### src/inc/jsp_pkg.sv
// shared constants and types for the scan port pin block
package jsp_pkg;
	localparam int IR_WIDTH = 4;
	localparam int DR_WIDTH = 8;
	localparam logic [3:0] IR_RESET = 4'h1;
	localparam logic [3:0] IR_BYPASS = 4'hF;
	localparam logic [3:0] IR_EMU_CTRL = 4'h2;
	localparam logic [3:0] IR_CAPTURE_PAT = 4'h1;
	localparam logic [7:0] EMU_CTRL_RESET = 8'h00;
	localparam int EMU_DIR_A = 0;
	localparam int EMU_DIR_B = 1;
	localparam int EMU_OUT_A = 2;
	localparam int EMU_OUT_B = 3;
	localparam int SYNC_STAGES = 2;

	typedef enum logic [15:0] {
		ST_TLR = 16'h0001,
		ST_RTI = 16'h0002,
		ST_SEL_DR = 16'h0004,
		ST_CAP_DR = 16'h0008,
		ST_SH_DR = 16'h0010,
		ST_EX1_DR = 16'h0020,
		ST_PA_DR = 16'h0040,
		ST_EX2_DR = 16'h0080,
		ST_UPD_DR = 16'h0100,
		ST_SEL_IR = 16'h0200,
		ST_CAP_IR = 16'h0400,
		ST_SH_IR = 16'h0800,
		ST_EX1_IR = 16'h1000,
		ST_PA_IR = 16'h2000,
		ST_EX2_IR = 16'h4000,
		ST_UPD_IR = 16'h8000
	} jsp_tap_e;

	typedef struct packed {
		logic tck;
		logic tms;
		logic tdi;
		logic trst;
	} jsp_pins_s;

	typedef struct packed {
		logic dir_a;
		logic dir_b;
		logic out_a;
		logic out_b;
	} jsp_emu_s;
endpackage

### src/logic/jsp_scan_port.sv
// scan port: tap controller, registers and emulator event pins
`timescale 1ns/1ps
`default_nettype none
// Overview of operation
// - test reset high lets the scan logic control the device
// - test reset low keeps functional mode and ignores scan signals
// - mode select sampled into tap controller on each rising test clock edge
// - data input shifted into selected register on each rising test clock edge
// - selected register shifted onto tri-stated data output on falling edges
// - event pin a is emulator interrupt, direction set through scan
// - event pin b is emulator interrupt, direction set through scan
module jsp_scan_port (
	input wire logic ref_clk, // 25 MHz block clock
	input wire logic resetn, // async reset, active low
	input wire jsp_pkg::jsp_pins_s pins, // test clock, mode, data in, test reset
	input wire logic emulator_event_pin_a_in, // event pin a level
	input wire logic emulator_event_pin_b_in, // event pin b level
	input wire logic event_a_req, // core wants to signal on pin a
	input wire logic event_b_req, // core wants to signal on pin b
	output logic scan_control, // scan logic owns the device
	output logic tdo, // test data output level
	output logic tdo_oe_n, // low while tdo is driven
	output logic emulator_event_pin_a_out, // pin a level driven
	output logic emulator_event_pin_a_oe_n, // low while pin a is driven
	output logic emulator_event_pin_b_out, // pin b level driven
	output logic emulator_event_pin_b_oe_n, // low while pin b is driven
	output logic event_a_seen, // pin a input as seen by core
	output logic event_b_seen // pin b input as seen by core
);
	jsp_pkg::jsp_pins_s pins_s;
	logic [1:0] emu_s;
	logic tck_d;
	logic tck_rise;
	logic tck_fall;
	jsp_pkg::jsp_tap_e state;
	jsp_pkg::jsp_tap_e next_state;
	logic [jsp_pkg::IR_WIDTH-1:0] ir_shift;
	logic [jsp_pkg::IR_WIDTH-1:0] ir;
	logic [jsp_pkg::DR_WIDTH-1:0] dr_shift;
	logic bypass;
	jsp_pkg::jsp_emu_s emu_ctrl;
	logic scan_out;
	logic shifting;
	logic sel_ctrl;
	logic [jsp_pkg::DR_WIDTH-1:0] ctrl_cap;

	jsp_sync #(.WIDTH(4)) u_pin_sync (
		.ref_clk(ref_clk),
		.resetn(resetn),
		.din(pins),
		.dout(pins_s)
	);

	jsp_sync #(.WIDTH(2)) u_emu_sync (
		.ref_clk(ref_clk),
		.resetn(resetn),
		.din({emulator_event_pin_b_in, emulator_event_pin_a_in}),
		.dout(emu_s)
	);

	always_ff @(posedge ref_clk or negedge resetn) begin
		if (!resetn) begin
			tck_d <= 1'b0;
		end else begin
			tck_d <= pins_s.tck;
		end
	end

	// edges only count while scan owns the port
	assign tck_rise = pins_s.trst & pins_s.tck & ~tck_d;
	assign tck_fall = pins_s.trst & ~pins_s.tck & tck_d;
	assign sel_ctrl = (ir == jsp_pkg::IR_EMU_CTRL);

	always_comb begin
		next_state = state;
		case (state)
			jsp_pkg::ST_TLR: next_state = pins_s.tms ? jsp_pkg::ST_TLR : jsp_pkg::ST_RTI;
			jsp_pkg::ST_RTI: next_state = pins_s.tms ? jsp_pkg::ST_SEL_DR : jsp_pkg::ST_RTI;
			jsp_pkg::ST_SEL_DR: next_state = pins_s.tms ? jsp_pkg::ST_SEL_IR : jsp_pkg::ST_CAP_DR;
			jsp_pkg::ST_CAP_DR: next_state = pins_s.tms ? jsp_pkg::ST_EX1_DR : jsp_pkg::ST_SH_DR;
			jsp_pkg::ST_SH_DR: next_state = pins_s.tms ? jsp_pkg::ST_EX1_DR : jsp_pkg::ST_SH_DR;
			jsp_pkg::ST_EX1_DR: next_state = pins_s.tms ? jsp_pkg::ST_UPD_DR : jsp_pkg::ST_PA_DR;
			jsp_pkg::ST_PA_DR: next_state = pins_s.tms ? jsp_pkg::ST_EX2_DR : jsp_pkg::ST_PA_DR;
			jsp_pkg::ST_EX2_DR: next_state = pins_s.tms ? jsp_pkg::ST_UPD_DR : jsp_pkg::ST_SH_DR;
			jsp_pkg::ST_UPD_DR: next_state = pins_s.tms ? jsp_pkg::ST_SEL_DR : jsp_pkg::ST_RTI;
			jsp_pkg::ST_SEL_IR: next_state = pins_s.tms ? jsp_pkg::ST_TLR : jsp_pkg::ST_CAP_IR;
			jsp_pkg::ST_CAP_IR: next_state = pins_s.tms ? jsp_pkg::ST_EX1_IR : jsp_pkg::ST_SH_IR;
			jsp_pkg::ST_SH_IR: next_state = pins_s.tms ? jsp_pkg::ST_EX1_IR : jsp_pkg::ST_SH_IR;
			jsp_pkg::ST_EX1_IR: next_state = pins_s.tms ? jsp_pkg::ST_UPD_IR : jsp_pkg::ST_PA_IR;
			jsp_pkg::ST_PA_IR: next_state = pins_s.tms ? jsp_pkg::ST_EX2_IR : jsp_pkg::ST_PA_IR;
			jsp_pkg::ST_EX2_IR: next_state = pins_s.tms ? jsp_pkg::ST_UPD_IR : jsp_pkg::ST_SH_IR;
			jsp_pkg::ST_UPD_IR: next_state = pins_s.tms ? jsp_pkg::ST_SEL_DR : jsp_pkg::ST_RTI;
			default: next_state = jsp_pkg::ST_TLR;
		endcase
	end

	// tap state: mode select taken on rising test clock
	always_ff @(posedge ref_clk or negedge resetn) begin
		if (!resetn) begin
			state <= jsp_pkg::ST_TLR;
		end else if (!pins_s.trst) begin
			state <= jsp_pkg::ST_TLR;
		end else if (tck_rise) begin
			state <= next_state;
		end
	end

	// instruction register path
	always_ff @(posedge ref_clk or negedge resetn) begin
		if (!resetn) begin
			ir_shift <= jsp_pkg::IR_RESET;
			ir <= jsp_pkg::IR_RESET;
		end else if (!pins_s.trst || state == jsp_pkg::ST_TLR) begin
			ir_shift <= jsp_pkg::IR_RESET;
			ir <= jsp_pkg::IR_RESET;
		end else if (tck_rise) begin
			case (state)
				jsp_pkg::ST_CAP_IR: ir_shift <= jsp_pkg::IR_CAPTURE_PAT;
				jsp_pkg::ST_SH_IR: ir_shift <= {pins_s.tdi, ir_shift[jsp_pkg::IR_WIDTH-1:1]};
				jsp_pkg::ST_UPD_IR: ir <= ir_shift;
				default: ir <= ir;
			endcase
		end
	end

	// capture word uses the same bit positions as the update, pin levels above them
	always_comb begin
		ctrl_cap = '0;
		ctrl_cap[jsp_pkg::EMU_DIR_A] = emu_ctrl.dir_a;
		ctrl_cap[jsp_pkg::EMU_DIR_B] = emu_ctrl.dir_b;
		ctrl_cap[jsp_pkg::EMU_OUT_A] = emu_ctrl.out_a;
		ctrl_cap[jsp_pkg::EMU_OUT_B] = emu_ctrl.out_b;
		ctrl_cap[5:4] = emu_s;
	end

	// data register path: emulator pin control register or bypass
	always_ff @(posedge ref_clk or negedge resetn) begin
		if (!resetn) begin
			dr_shift <= jsp_pkg::EMU_CTRL_RESET;
			bypass <= 1'b0;
		end else if (tck_rise) begin
			case (state)
				jsp_pkg::ST_CAP_DR: begin
					dr_shift <= ctrl_cap;
					bypass <= 1'b0;
				end
				jsp_pkg::ST_SH_DR: begin
					dr_shift <= {pins_s.tdi, dr_shift[jsp_pkg::DR_WIDTH-1:1]};
					bypass <= pins_s.tdi;
				end
				default: bypass <= bypass;
			endcase
		end
	end

	// direction and drive of the event pins set through scan
	always_ff @(posedge ref_clk or negedge resetn) begin
		if (!resetn) begin
			emu_ctrl <= '0;
		end else if (!pins_s.trst) begin
			emu_ctrl <= '0;
		end else if (tck_rise && state == jsp_pkg::ST_UPD_DR && sel_ctrl) begin
			emu_ctrl.dir_a <= dr_shift[jsp_pkg::EMU_DIR_A];
			emu_ctrl.dir_b <= dr_shift[jsp_pkg::EMU_DIR_B];
			emu_ctrl.out_a <= dr_shift[jsp_pkg::EMU_OUT_A];
			emu_ctrl.out_b <= dr_shift[jsp_pkg::EMU_OUT_B];
		end
	end

	always_comb begin
		shifting = (state == jsp_pkg::ST_SH_DR) || (state == jsp_pkg::ST_SH_IR);
		if (state == jsp_pkg::ST_SH_IR) begin
			scan_out = ir_shift[0];
		end else if (sel_ctrl) begin
			scan_out = dr_shift[0];
		end else begin
			scan_out = bypass;
		end
	end

	// data output changes on falling test clock, released outside shifts
	always_ff @(posedge ref_clk or negedge resetn) begin
		if (!resetn) begin
			tdo <= 1'b0;
			tdo_oe_n <= 1'b1;
		end else if (!pins_s.trst) begin
			tdo_oe_n <= 1'b1;
		end else if (tck_fall) begin
			tdo <= scan_out;
			tdo_oe_n <= ~shifting;
		end
	end

	// scan ownership follows the synchronised test reset
	always_ff @(posedge ref_clk or negedge resetn) begin
		if (!resetn) begin
			scan_control <= 1'b0;
		end else begin
			scan_control <= pins_s.trst;
		end
	end

	// event pin a: driven only with test reset high and output role chosen
	always_ff @(posedge ref_clk or negedge resetn) begin
		if (!resetn) begin
			emulator_event_pin_a_out <= 1'b0;
			emulator_event_pin_a_oe_n <= 1'b1;
			event_a_seen <= 1'b0;
		end else begin
			emulator_event_pin_a_out <= emu_ctrl.out_a | event_a_req;
			emulator_event_pin_a_oe_n <= ~(pins_s.trst & emu_ctrl.dir_a);
			event_a_seen <= pins_s.trst & ~emu_ctrl.dir_a & emu_s[0];
		end
	end

	// event pin b: same roles as pin a, own control bits
	always_ff @(posedge ref_clk or negedge resetn) begin
		if (!resetn) begin
			emulator_event_pin_b_out <= 1'b0;
			emulator_event_pin_b_oe_n <= 1'b1;
			event_b_seen <= 1'b0;
		end else begin
			emulator_event_pin_b_out <= emu_ctrl.out_b | event_b_req;
			emulator_event_pin_b_oe_n <= ~(pins_s.trst & emu_ctrl.dir_b);
			event_b_seen <= pins_s.trst & ~emu_ctrl.dir_b & emu_s[1];
		end
	end
endmodule
`default_nettype wire

### src/logic/jsp_sync.sv
// two flip-flop synchroniser for a bundle of pin inputs
`timescale 1ns/1ps
`default_nettype none
module jsp_sync #(
	parameter int WIDTH = 1
) (
	input wire logic ref_clk, // block clock
	input wire logic resetn, // async reset, active low
	input wire logic [WIDTH-1:0] din, // asynchronous inputs
	output logic [WIDTH-1:0] dout // synchronised inputs
);
	logic [WIDTH-1:0] meta;

	always_ff @(posedge ref_clk or negedge resetn) begin
		if (!resetn) begin
			meta <= '0;
			dout <= '0;
		end else begin
			meta <= din;
			dout <= meta;
		end
	end
endmodule
`default_nettype wire

### config.mk
export PLATFORM = sky130hd
export DESIGN_NAME = jsp_scan_port
export DESIGN_NICKNAME = d
export VERILOG_FILES = /design/src/inc/jsp_pkg.sv /design/src/logic/jsp_scan_port.sv /design/src/logic/jsp_sync.sv
export SDC_FILE = /design/constraint.sdc
export NUM_CORES = 1
export LEC_CHECK = 0
export ABC_AREA = 1
export BUFFER_PORTS_ARGS = -buffer_cell sky130_fd_sc_hd__buf_2
export CORE_MARGIN = 2
export CORE_UTILIZATION = 59
export CTS_CLUSTER_SIZE = 25
export DETAILED_ROUTE_END_ITERATION = 7
export GPL_ROUTABILITY_DRIVEN = 0
export GPL_TIMING_DRIVEN = 0
export HOLD_SLACK_MARGIN = 0.15
export PLACE_DENSITY_LB_ADDON = 0.3
export SLEW_MARGIN = 40
export SYNTH_ARGS = -nofsm -noshare
export SYNTH_HDL_FRONTEND = slang
export SYNTH_SLANG_ARGS = --single-unit
### constraint.sdc
create_clock -name ref_clk -period 1.8 [get_ports ref_clk]
set_input_delay 0.36 -clock ref_clk [delete_from_list [all_inputs] [get_ports ref_clk]]
set_output_delay 0.36 -clock ref_clk [all_outputs]
set_load 0.005 [all_outputs]
==> results of run 1 <==
routing by layer:
| layer | GRT usage (%) | part of all wire [%] | vias up |
|---|---|---|---|
| li1 | - | - | 1025 |
| met1 | 31.8 | 48 | 945 |
| met2 | 33.2 | 46 | 49 |
| met3 | 5.20 | 4.3 | 8 |
| met4 | 10.3 | 1.7 | 0 |
| met5 | 0 | 0 | - |
stage by stage:
stage               cells  hold WS, ns  util [%]  cell area, um2  total power, W
global route          384        0.208      70.8            3110         0.00260
finish                384        0.208      70.8            3110         0.00248
CTS                   384        0.198      70.6            3100         0.00251
global placement      362        0.333      65.3            2860         0.00152
floorplan             292       0.0644         -            2710         0.00146
detailed placement    362        0.335      65.4            2870         0.00152
logic make-up (layout without fill, tap and decap cells):
kind of cell	after synthesis	count (layout)	synth area share [%]
and+or+nand+nor	134	134	26.9
DFF	58	58	53.9
buffers and inverters	50	90	7.85
AOI/OAI and AO/OA	48	48	10.7
muxes	2	2	0.739
flip-flops by register name, indices dropped and copies added (netlist names), 2 cells and up:
register and flops:
u_emu_sync.dout 2, u_pin_sync.meta 4, ir 4, u_emu_sync.meta 2, dr_shift 8, state 16, u_pin_sync.dout 4, ir_shift 4
ctrl_cap 4
cell usage in the layout, fill, tap and decap left out, types with 2 or more instances in the layout:
master and instances:
dfrtp_1 52, nand2_1 49, inv_1 44, nand3_1 25, nor2_1 21, buf_2 19
o21ai_0 16, nor2_2 9, o22ai_1 9, clkbuf_8 9, o21ai_1 8, dlygate4sd3_1 7
nor3_1 6, dfstp_2 6, nor2_4 4, nand2_2 4, a21oi_1 4, clkinv_2 4
nand2_4 3, o21ai_2 3, or2_2 2, nor2_8 2, nand4_1 2, nand3_2 2
buf_4 2, mux2i_1 2, a31o_2 2, o211ai_1 2, clkinvlp_4 2
cell type report:
cell class | instances | area, um2
fillers | 325 | 1280
inverters | 45 | 169
flip-flops and latches | 58 | 1460
clock buffers | 9 | 124
clock inverters | 6 | 35.0
well taps | 52 | 65.1
multi-input cells | 184 | 1050
repair buffers | 25 | 163
plain buffers | 5 | 43.8
timing repair:
item / CTS / global route
hold endpoints to repair: 58 / 0
hold buffers: 7 / 0
gates resized for setup: 0 / 3
setup endpoints to repair: 0 / 5
worst max path at each step:
| stage | end | slack (ns) | cells after the start |
|---|---|---|---|
| finish | dr_shift[5] | 0.12 | 9 |
| global route | ir[1] | 0.01 | 8 |
| CTS | dr_shift[5] | 0.12 | 9 |
| detailed placement | dr_shift[6] | 0.14 | 9 |
| global placement | state[11] | 0.15 | 7 |
| floorplan | dr_shift[5] | 0.32 | 10 |
worst reg2reg max path: cells and delay by family (launching register included):
| family | cells | cell delay (ns) |
|---|---|---|
| flip-flops | 1 | 0.43 |
| AND/OR/NAND/NOR | 7 | 0.94 |
| AO/OA/AOI/OAI | 1 | 0.05 |
| buffers and inverters | 1 | 0.15 |
cells in the mapped netlist:
| cell type | instances |
|---|---|
| nor3_4 | 1 |
| o31ai_1 | 1 |
| nor2_8 | 2 |
| nor2_1 | 23 |
| buf_4 | 1 |
| o21ai_0 | 16 |
| o21ai_1 | 8 |
| nand2_4 | 3 |
| nand3_2 | 2 |
| mux2i_1 | 2 |
| nor3_1 | 6 |
| nand3_1 | 25 |
| dfstp_2 | 6 |
| nand4_4 | 1 |
| a22oi_1 | 1 |
| nand2_2 | 4 |
| o21ai_2 | 3 |
| dfrtp_1 | 52 |
| o211ai_1 | 2 |
| o22ai_1 | 9 |
| a21oi_1 | 4 |
| o22ai_2 | 1 |
| nand3b_4 | 1 |
| or2_2 | 2 |
| buf_8 | 1 |
| buf_2 | 2 |
| nor2_2 | 8 |
| nand2_1 | 49 |
| nand3b_1 | 1 |
| nor2_4 | 3 |
| buf_6 | 1 |
| inv_2 | 1 |
| nor3_2 | 1 |
| a31oi_1 | 1 |
| nand4_1 | 2 |
| inv_1 | 44 |
| a31o_2 | 2 |
power groups by stage:
| stage | Combinational (W) | Sequential (W) | Clock (W) |
|---|---|---|---|
| 3_3_place_gp | 0.000147 | 0.00137 | 0 |
| 6_report | 0.000159 | 0.00135 | 0.000970 |
| 3_5_place_dp | 0.000149 | 0.00137 | 0 |
| 4_1_cts | 0.000162 | 0.00135 | 0.000995 |
| 5_1_grt | 0.000182 | 0.00135 | 0.00106 |
| 2_1_floorplan | 0.0000846 | 0.00137 | 0 |
==> impl_metrics.py, run 1 <==
metrics = {
    "setup_path": {
        "crit_path_frequent_cell": "nand2_4",
        "slowest_stage": "dfrtp_1",
        "r2r_end": "dr_shift[5]",
        "critPathTopFamily": "simple AND/OR/NAND/NOR gates",
        "r2r_slack_ns": 0.12,
        "worst-path-max-fanout": 10,
        "cp.arrival_ns": 1.90,
        "cp-end-kind": "register",
        "cp-start-kind": "register",
        "worst-path-buf-inv": 1,
        "r2r_start": "state[11]",
        "critPathRequiredTime_ns": 2.02,
        "path_cells": "nor2_2, nand2_2, nor2_4, nand3b_4, nand2_4, nand2_4, buf_6, nand2_1, o21ai_2",
        "r2r_cells": 9,
        "critPathKind": "register to register",
        "critPathMaxStageDelay_ns": 0.43,
        "worstSetupStartpoint": "state[11]",
    },
    "clock_tree": {
        "clockBufferDepth": 2,
        "postCtsSetupRepairBufs": 0,
        "cts_tree": "yes",
        "clockRootBuffer": "clkbuf_8",
        "insertion_delay_ns": 0.33,
        "clk_pin_slew_worst_paths_ns": 0.07,
        "cts_htree_levels": 3,
        "clock-sinks": 58,
        "cts_buffers": 9,
    },
    "timing": {
        "layout_setup_ws_ns": 0.116,
        "period_needed_ns": 1.68,
        "finalClockSkew_ns": 0.0121,
        "timing.fmax_mhz": 594,
        "slew_viol_final": 0,
        "worst_pin_slew_ns": 0.692,
        "relSlewSlack_pct": 53.9,
        "finalHoldViolations": 0,
        "rsz0062_at_grt": "no",
        "setup_tns_ns": 0,
        "finalCritPeriodShare_pct": 93.6,
        "setup_viol": 0,
    },
    "power": {
        "power.switching_w": 0.000608,
        "pwr_density_cell_mw_per_mm2": 799,
        "peakVddDrop_uv": 783,
        "pwr-share-seq_pct": 54.5,
        "p_comb_share_pct": 6.4,
        "p_clk_share_pct": 39.1,
        "intPower_w": 0.00187,
        "leakagePower_nw": 1.51,
        "switching_share_pct": 24.5,
    },
    "grt": {
        "grt_pass1_wl_mm": 8.71,
        "grt_max_degree": 59,
        "antenna_found_initial": 0,
        "groute.usage.overall_pct": 22.5,
        "grt_overflow": 0,
        "grt_pass1_vias": 1938,
    },
    "synth": {
        "yosys_warnings": 0,
        "synth_area_mm2": 0.00271,
        "syn_inst": 292,
        "yosys.area.top_type_share_pct": 48.0,
        "avgSynthCellArea_um2": 9.28,
        "ys_ff_latch": 58,
        "seq_area_frac_synth_pct": 53.9,
        "synthTopCellsByArea": "dfrtp_1 (48%), nand2_1 (6.8%), inv_1 (6.1%)",
        "synth.distinct_cells": 37,
        "synth.net_count": 302,
        "yosys.area.top_type": "dfrtp_1",
    },
    "hold_path": {
        "hp-class": "primary input to register",
        "min_from": "event_b_req",
        "holdPathStages": 2,
        "min_to": "emulator_event_pin_b_out",
    },
    "drt": {
        "first_iter_violations": 134,
        "antenna_left": 0,
        "vias": 2027,
        "drc": 0,
        "totalWireLength_mm": 5.05,
        "drt-pass1-iter-count": 4,
        "wl_per_cell_um": 13.1,
        "viasPerCell": 5.28,
    },
    "final_layout": {
        "syn2layout_area_growth_pct": 14.6,
        "diodes": 0,
        "fin_nets": 338,
        "drive_above_1_share_pct": 24.4,
    },
    "floorplan": {
        "core_area_mm2": 0.00438,
        "row_count": 24,
        "die_y_um": 71.8,
        "die_w_um": 71.8,
        "start_util_pct": 61.8,
        "dieArea_mm2": 0.00515,
        "pin_count": 19,
    },
    "place": {
        "hpwl_mm": 3.62,
        "pre_cts_ws_ns": 0.135,
        "port_buffers": 18,
    },
    "outcome": {
        "outcome": "complete, no violations",
    },
    "run": {
        "cap_viol_max_count": 0,
    },
}
Note: power is estimated with default switching activity, not from simulation.
==> inputs of run 2 (changes only) <==
CORE_MARGIN = 10   (was 2)
CORE_UTILIZATION = 40   (was 59)
==> impl_metrics.py, run 2 (synthesis results as in run 1) <==
metrics = {
    "setup_path": {
        "worst-path-buf-inv": 2,
        "slowest_stage": "dfrtp_1",
        "r2r_cells": 10,
        "critPathMaxStageDelay_ns": 0.41,
        "r2r_start": "state[11]",
        "cp-start-kind": "register",
        "critPathTopFamily": "simple AND/OR/NAND/NOR gates",
        "path_cells": "nor2_2, nand2_2, nor2_4, buf_8, nand4_4, nand2_4, nand2_4, buf_6, nand2_1, o31ai_1",
        "critPathKind": "register to register",
        "crit_path_frequent_cell": "nand2_4",
        "cp.arrival_ns": 1.90,
        "cp-end-kind": "register",
        "worst-path-max-fanout": 10,
        "r2r_end": "dr_shift[6]",
        "critPathRequiredTime_ns": 2.01,
        "r2r_slack_ns": 0.11,
    },
    "final_layout": {
        "largest_register_ffs": 16,
        "diodes": 0,
        "fin_nets": 339,
        "regMostFlops": "state",
        "syn2layout_area_growth_pct": 18.3,
        "instances_no_fill": 411,
        "mostFrequentLayoutCells": "dfrtp_1 (52), nand2_1 (49), inv_1 (44)",
        "drive_above_1_share_pct": 24.6,
        "layout_commonest_cell": "dfrtp_1",
        "largestRegisters": "state (16), dr_shift (8)",
    },
    "timing": {
        "layout_setup_ws_ns": 0.109,
        "setup_viol": 0,
        "setup_tns_ns": 0,
        "worst_pin_slew_ns": 0.699,
        "relSlewSlack_pct": 53.4,
        "finalCritPeriodShare_pct": 93.9,
        "finalClockSkew_ns": 0.00800,
        "finalHoldViolations": 0,
        "period_needed_ns": 1.69,
        "slew_viol_final": 0,
        "timing.fmax_mhz": 591,
        "rsz0062_at_grt": "yes",
    },
    "power": {
        "leakagePower_nw": 1.55,
        "pwr-share-seq_pct": 47.9,
        "p_comb_share_pct": 5.7,
        "total_power_w": 0.00282,
        "pwr_density_cell_mw_per_mm2": 881,
        "switching_share_pct": 21.9,
        "power.switching_w": 0.000618,
        "p_clk_share_pct": 46.5,
        "peakVddDrop_uv": 744,
        "intPower_w": 0.00221,
    },
    "grt": {
        "grt_pass1_vias": 1952,
        "groute.usage.overall_pct": 11.3,
        "antenna_found_initial": 0,
        "grt_max_degree": 59,
        "grt_overflow": 0,
        "grt_pass1_wl_mm": 9.33,
    },
    "clock_tree": {
        "clockRootBuffer": "clkbuf_8",
        "insertion_delay_ns": 0.33,
        "clock-sinks": 58,
        "clk_pin_slew_worst_paths_ns": 0.07,
        "cts_buffers": 9,
        "cts_htree_levels": 3,
        "cts_tree": "yes",
        "clockBufferDepth": 2,
    },
    "floorplan": {
        "die_y_um": 102,
        "dieArea_mm2": 0.0105,
        "pin_count": 19,
        "core_area_mm2": 0.00646,
        "row_count": 29,
        "die_w_um": 102,
        "start_util_pct": 41.9,
    },
    "drt": {
        "drc": 0,
        "vias": 2016,
        "wl_per_cell_um": 13.2,
        "first_iter_violations": 108,
        "antenna_left": 0,
        "viasPerCell": 4.91,
        "drt-pass1-iter-count": 4,
        "totalWireLength_mm": 5.41,
    },
    "place": {
        "port_buffers": 18,
        "hpwl_mm": 3.93,
        "dp_cells": 387,
        "pre_cts_ws_ns": 0.122,
    },
    "run": {
        "cap_viol_max_count": 0,
    },
    "hold_path": {
        "min_to": "emulator_event_pin_b_out",
        "hp-class": "primary input to register",
        "min_from": "event_b_req",
        "holdPathStages": 2,
    },
    "outcome": {
        "outcome": "complete, no violations",
    },
}
-- run 2: stage by stage --
step           cell area, um2  utilization (%)  hold WS (ns)
6_report                 3200             49.6         0.212
5_1_grt                  3200             49.6         0.203
4_1_cts                  3190             49.3         0.205
3_5_place_dp             2900             44.9         0.336
3_3_place_gp             2900             44.8         0.333
2_1_floorplan            2710                -        0.0644
-- run 2: repair_timing --
action,4_1_cts,5_1_grt
hold buffers,7,0
endpoints found under the setup margin,0,14
gates resized for setup,0,3
endpoints found under the hold margin,58,0
buffers inserted,0,1
-- run 2: final cells by class --
class | count | area, um2
fill | 595 | 3250
sequential | 58 | 1460
multi-input combinational | 184 | 1050
timing repair buffer | 26 | 170
inverter | 45 | 169
clock buffer | 11 | 141
tap | 77 | 96.3
clock inverter | 5 | 77.6
buffer | 5 | 43.8
-- run 2: power by group through the flow --
stage,clock [W],combinational (W),sequential (W)
after floorplan,0,0.0000846,0.00137
after global placement,0,0.000150,0.00137
after detailed placement,0,0.000152,0.00137
after CTS,0.00134,0.000164,0.00135
after global routing,0.00141,0.000182,0.00135
final,0.00131,0.000161,0.00135
-- run 2: worst max path at each step --
stage                       start  slack (ns)     endpoint  depth (start not counted)
2_1_floorplan           state[11]        0.32  dr_shift[5]                         10
3_3_place_gp            state[11]        0.14  dr_shift[6]                          9
3_5_place_dp             state[8]        0.12  dr_shift[6]                          9
4_1_cts        u_pin_sync.dout[0]        0.08    state[11]                          7
5_1_grt                 state[13]       -0.02  dr_shift[6]                         10
6_report                state[11]        0.11  dr_shift[6]                         10
-- run 2: layer usage --
metal | vias up | track usage (%) | wire, um
li1 | 1027 | - | -
met1 | 951 | 14.9 | 2650
met2 | 31 | 16.9 | 2490
met3 | 7 | 3.51 | 186
met4 | 0 | 4.56 | 74
met5 | - | 0 | 0
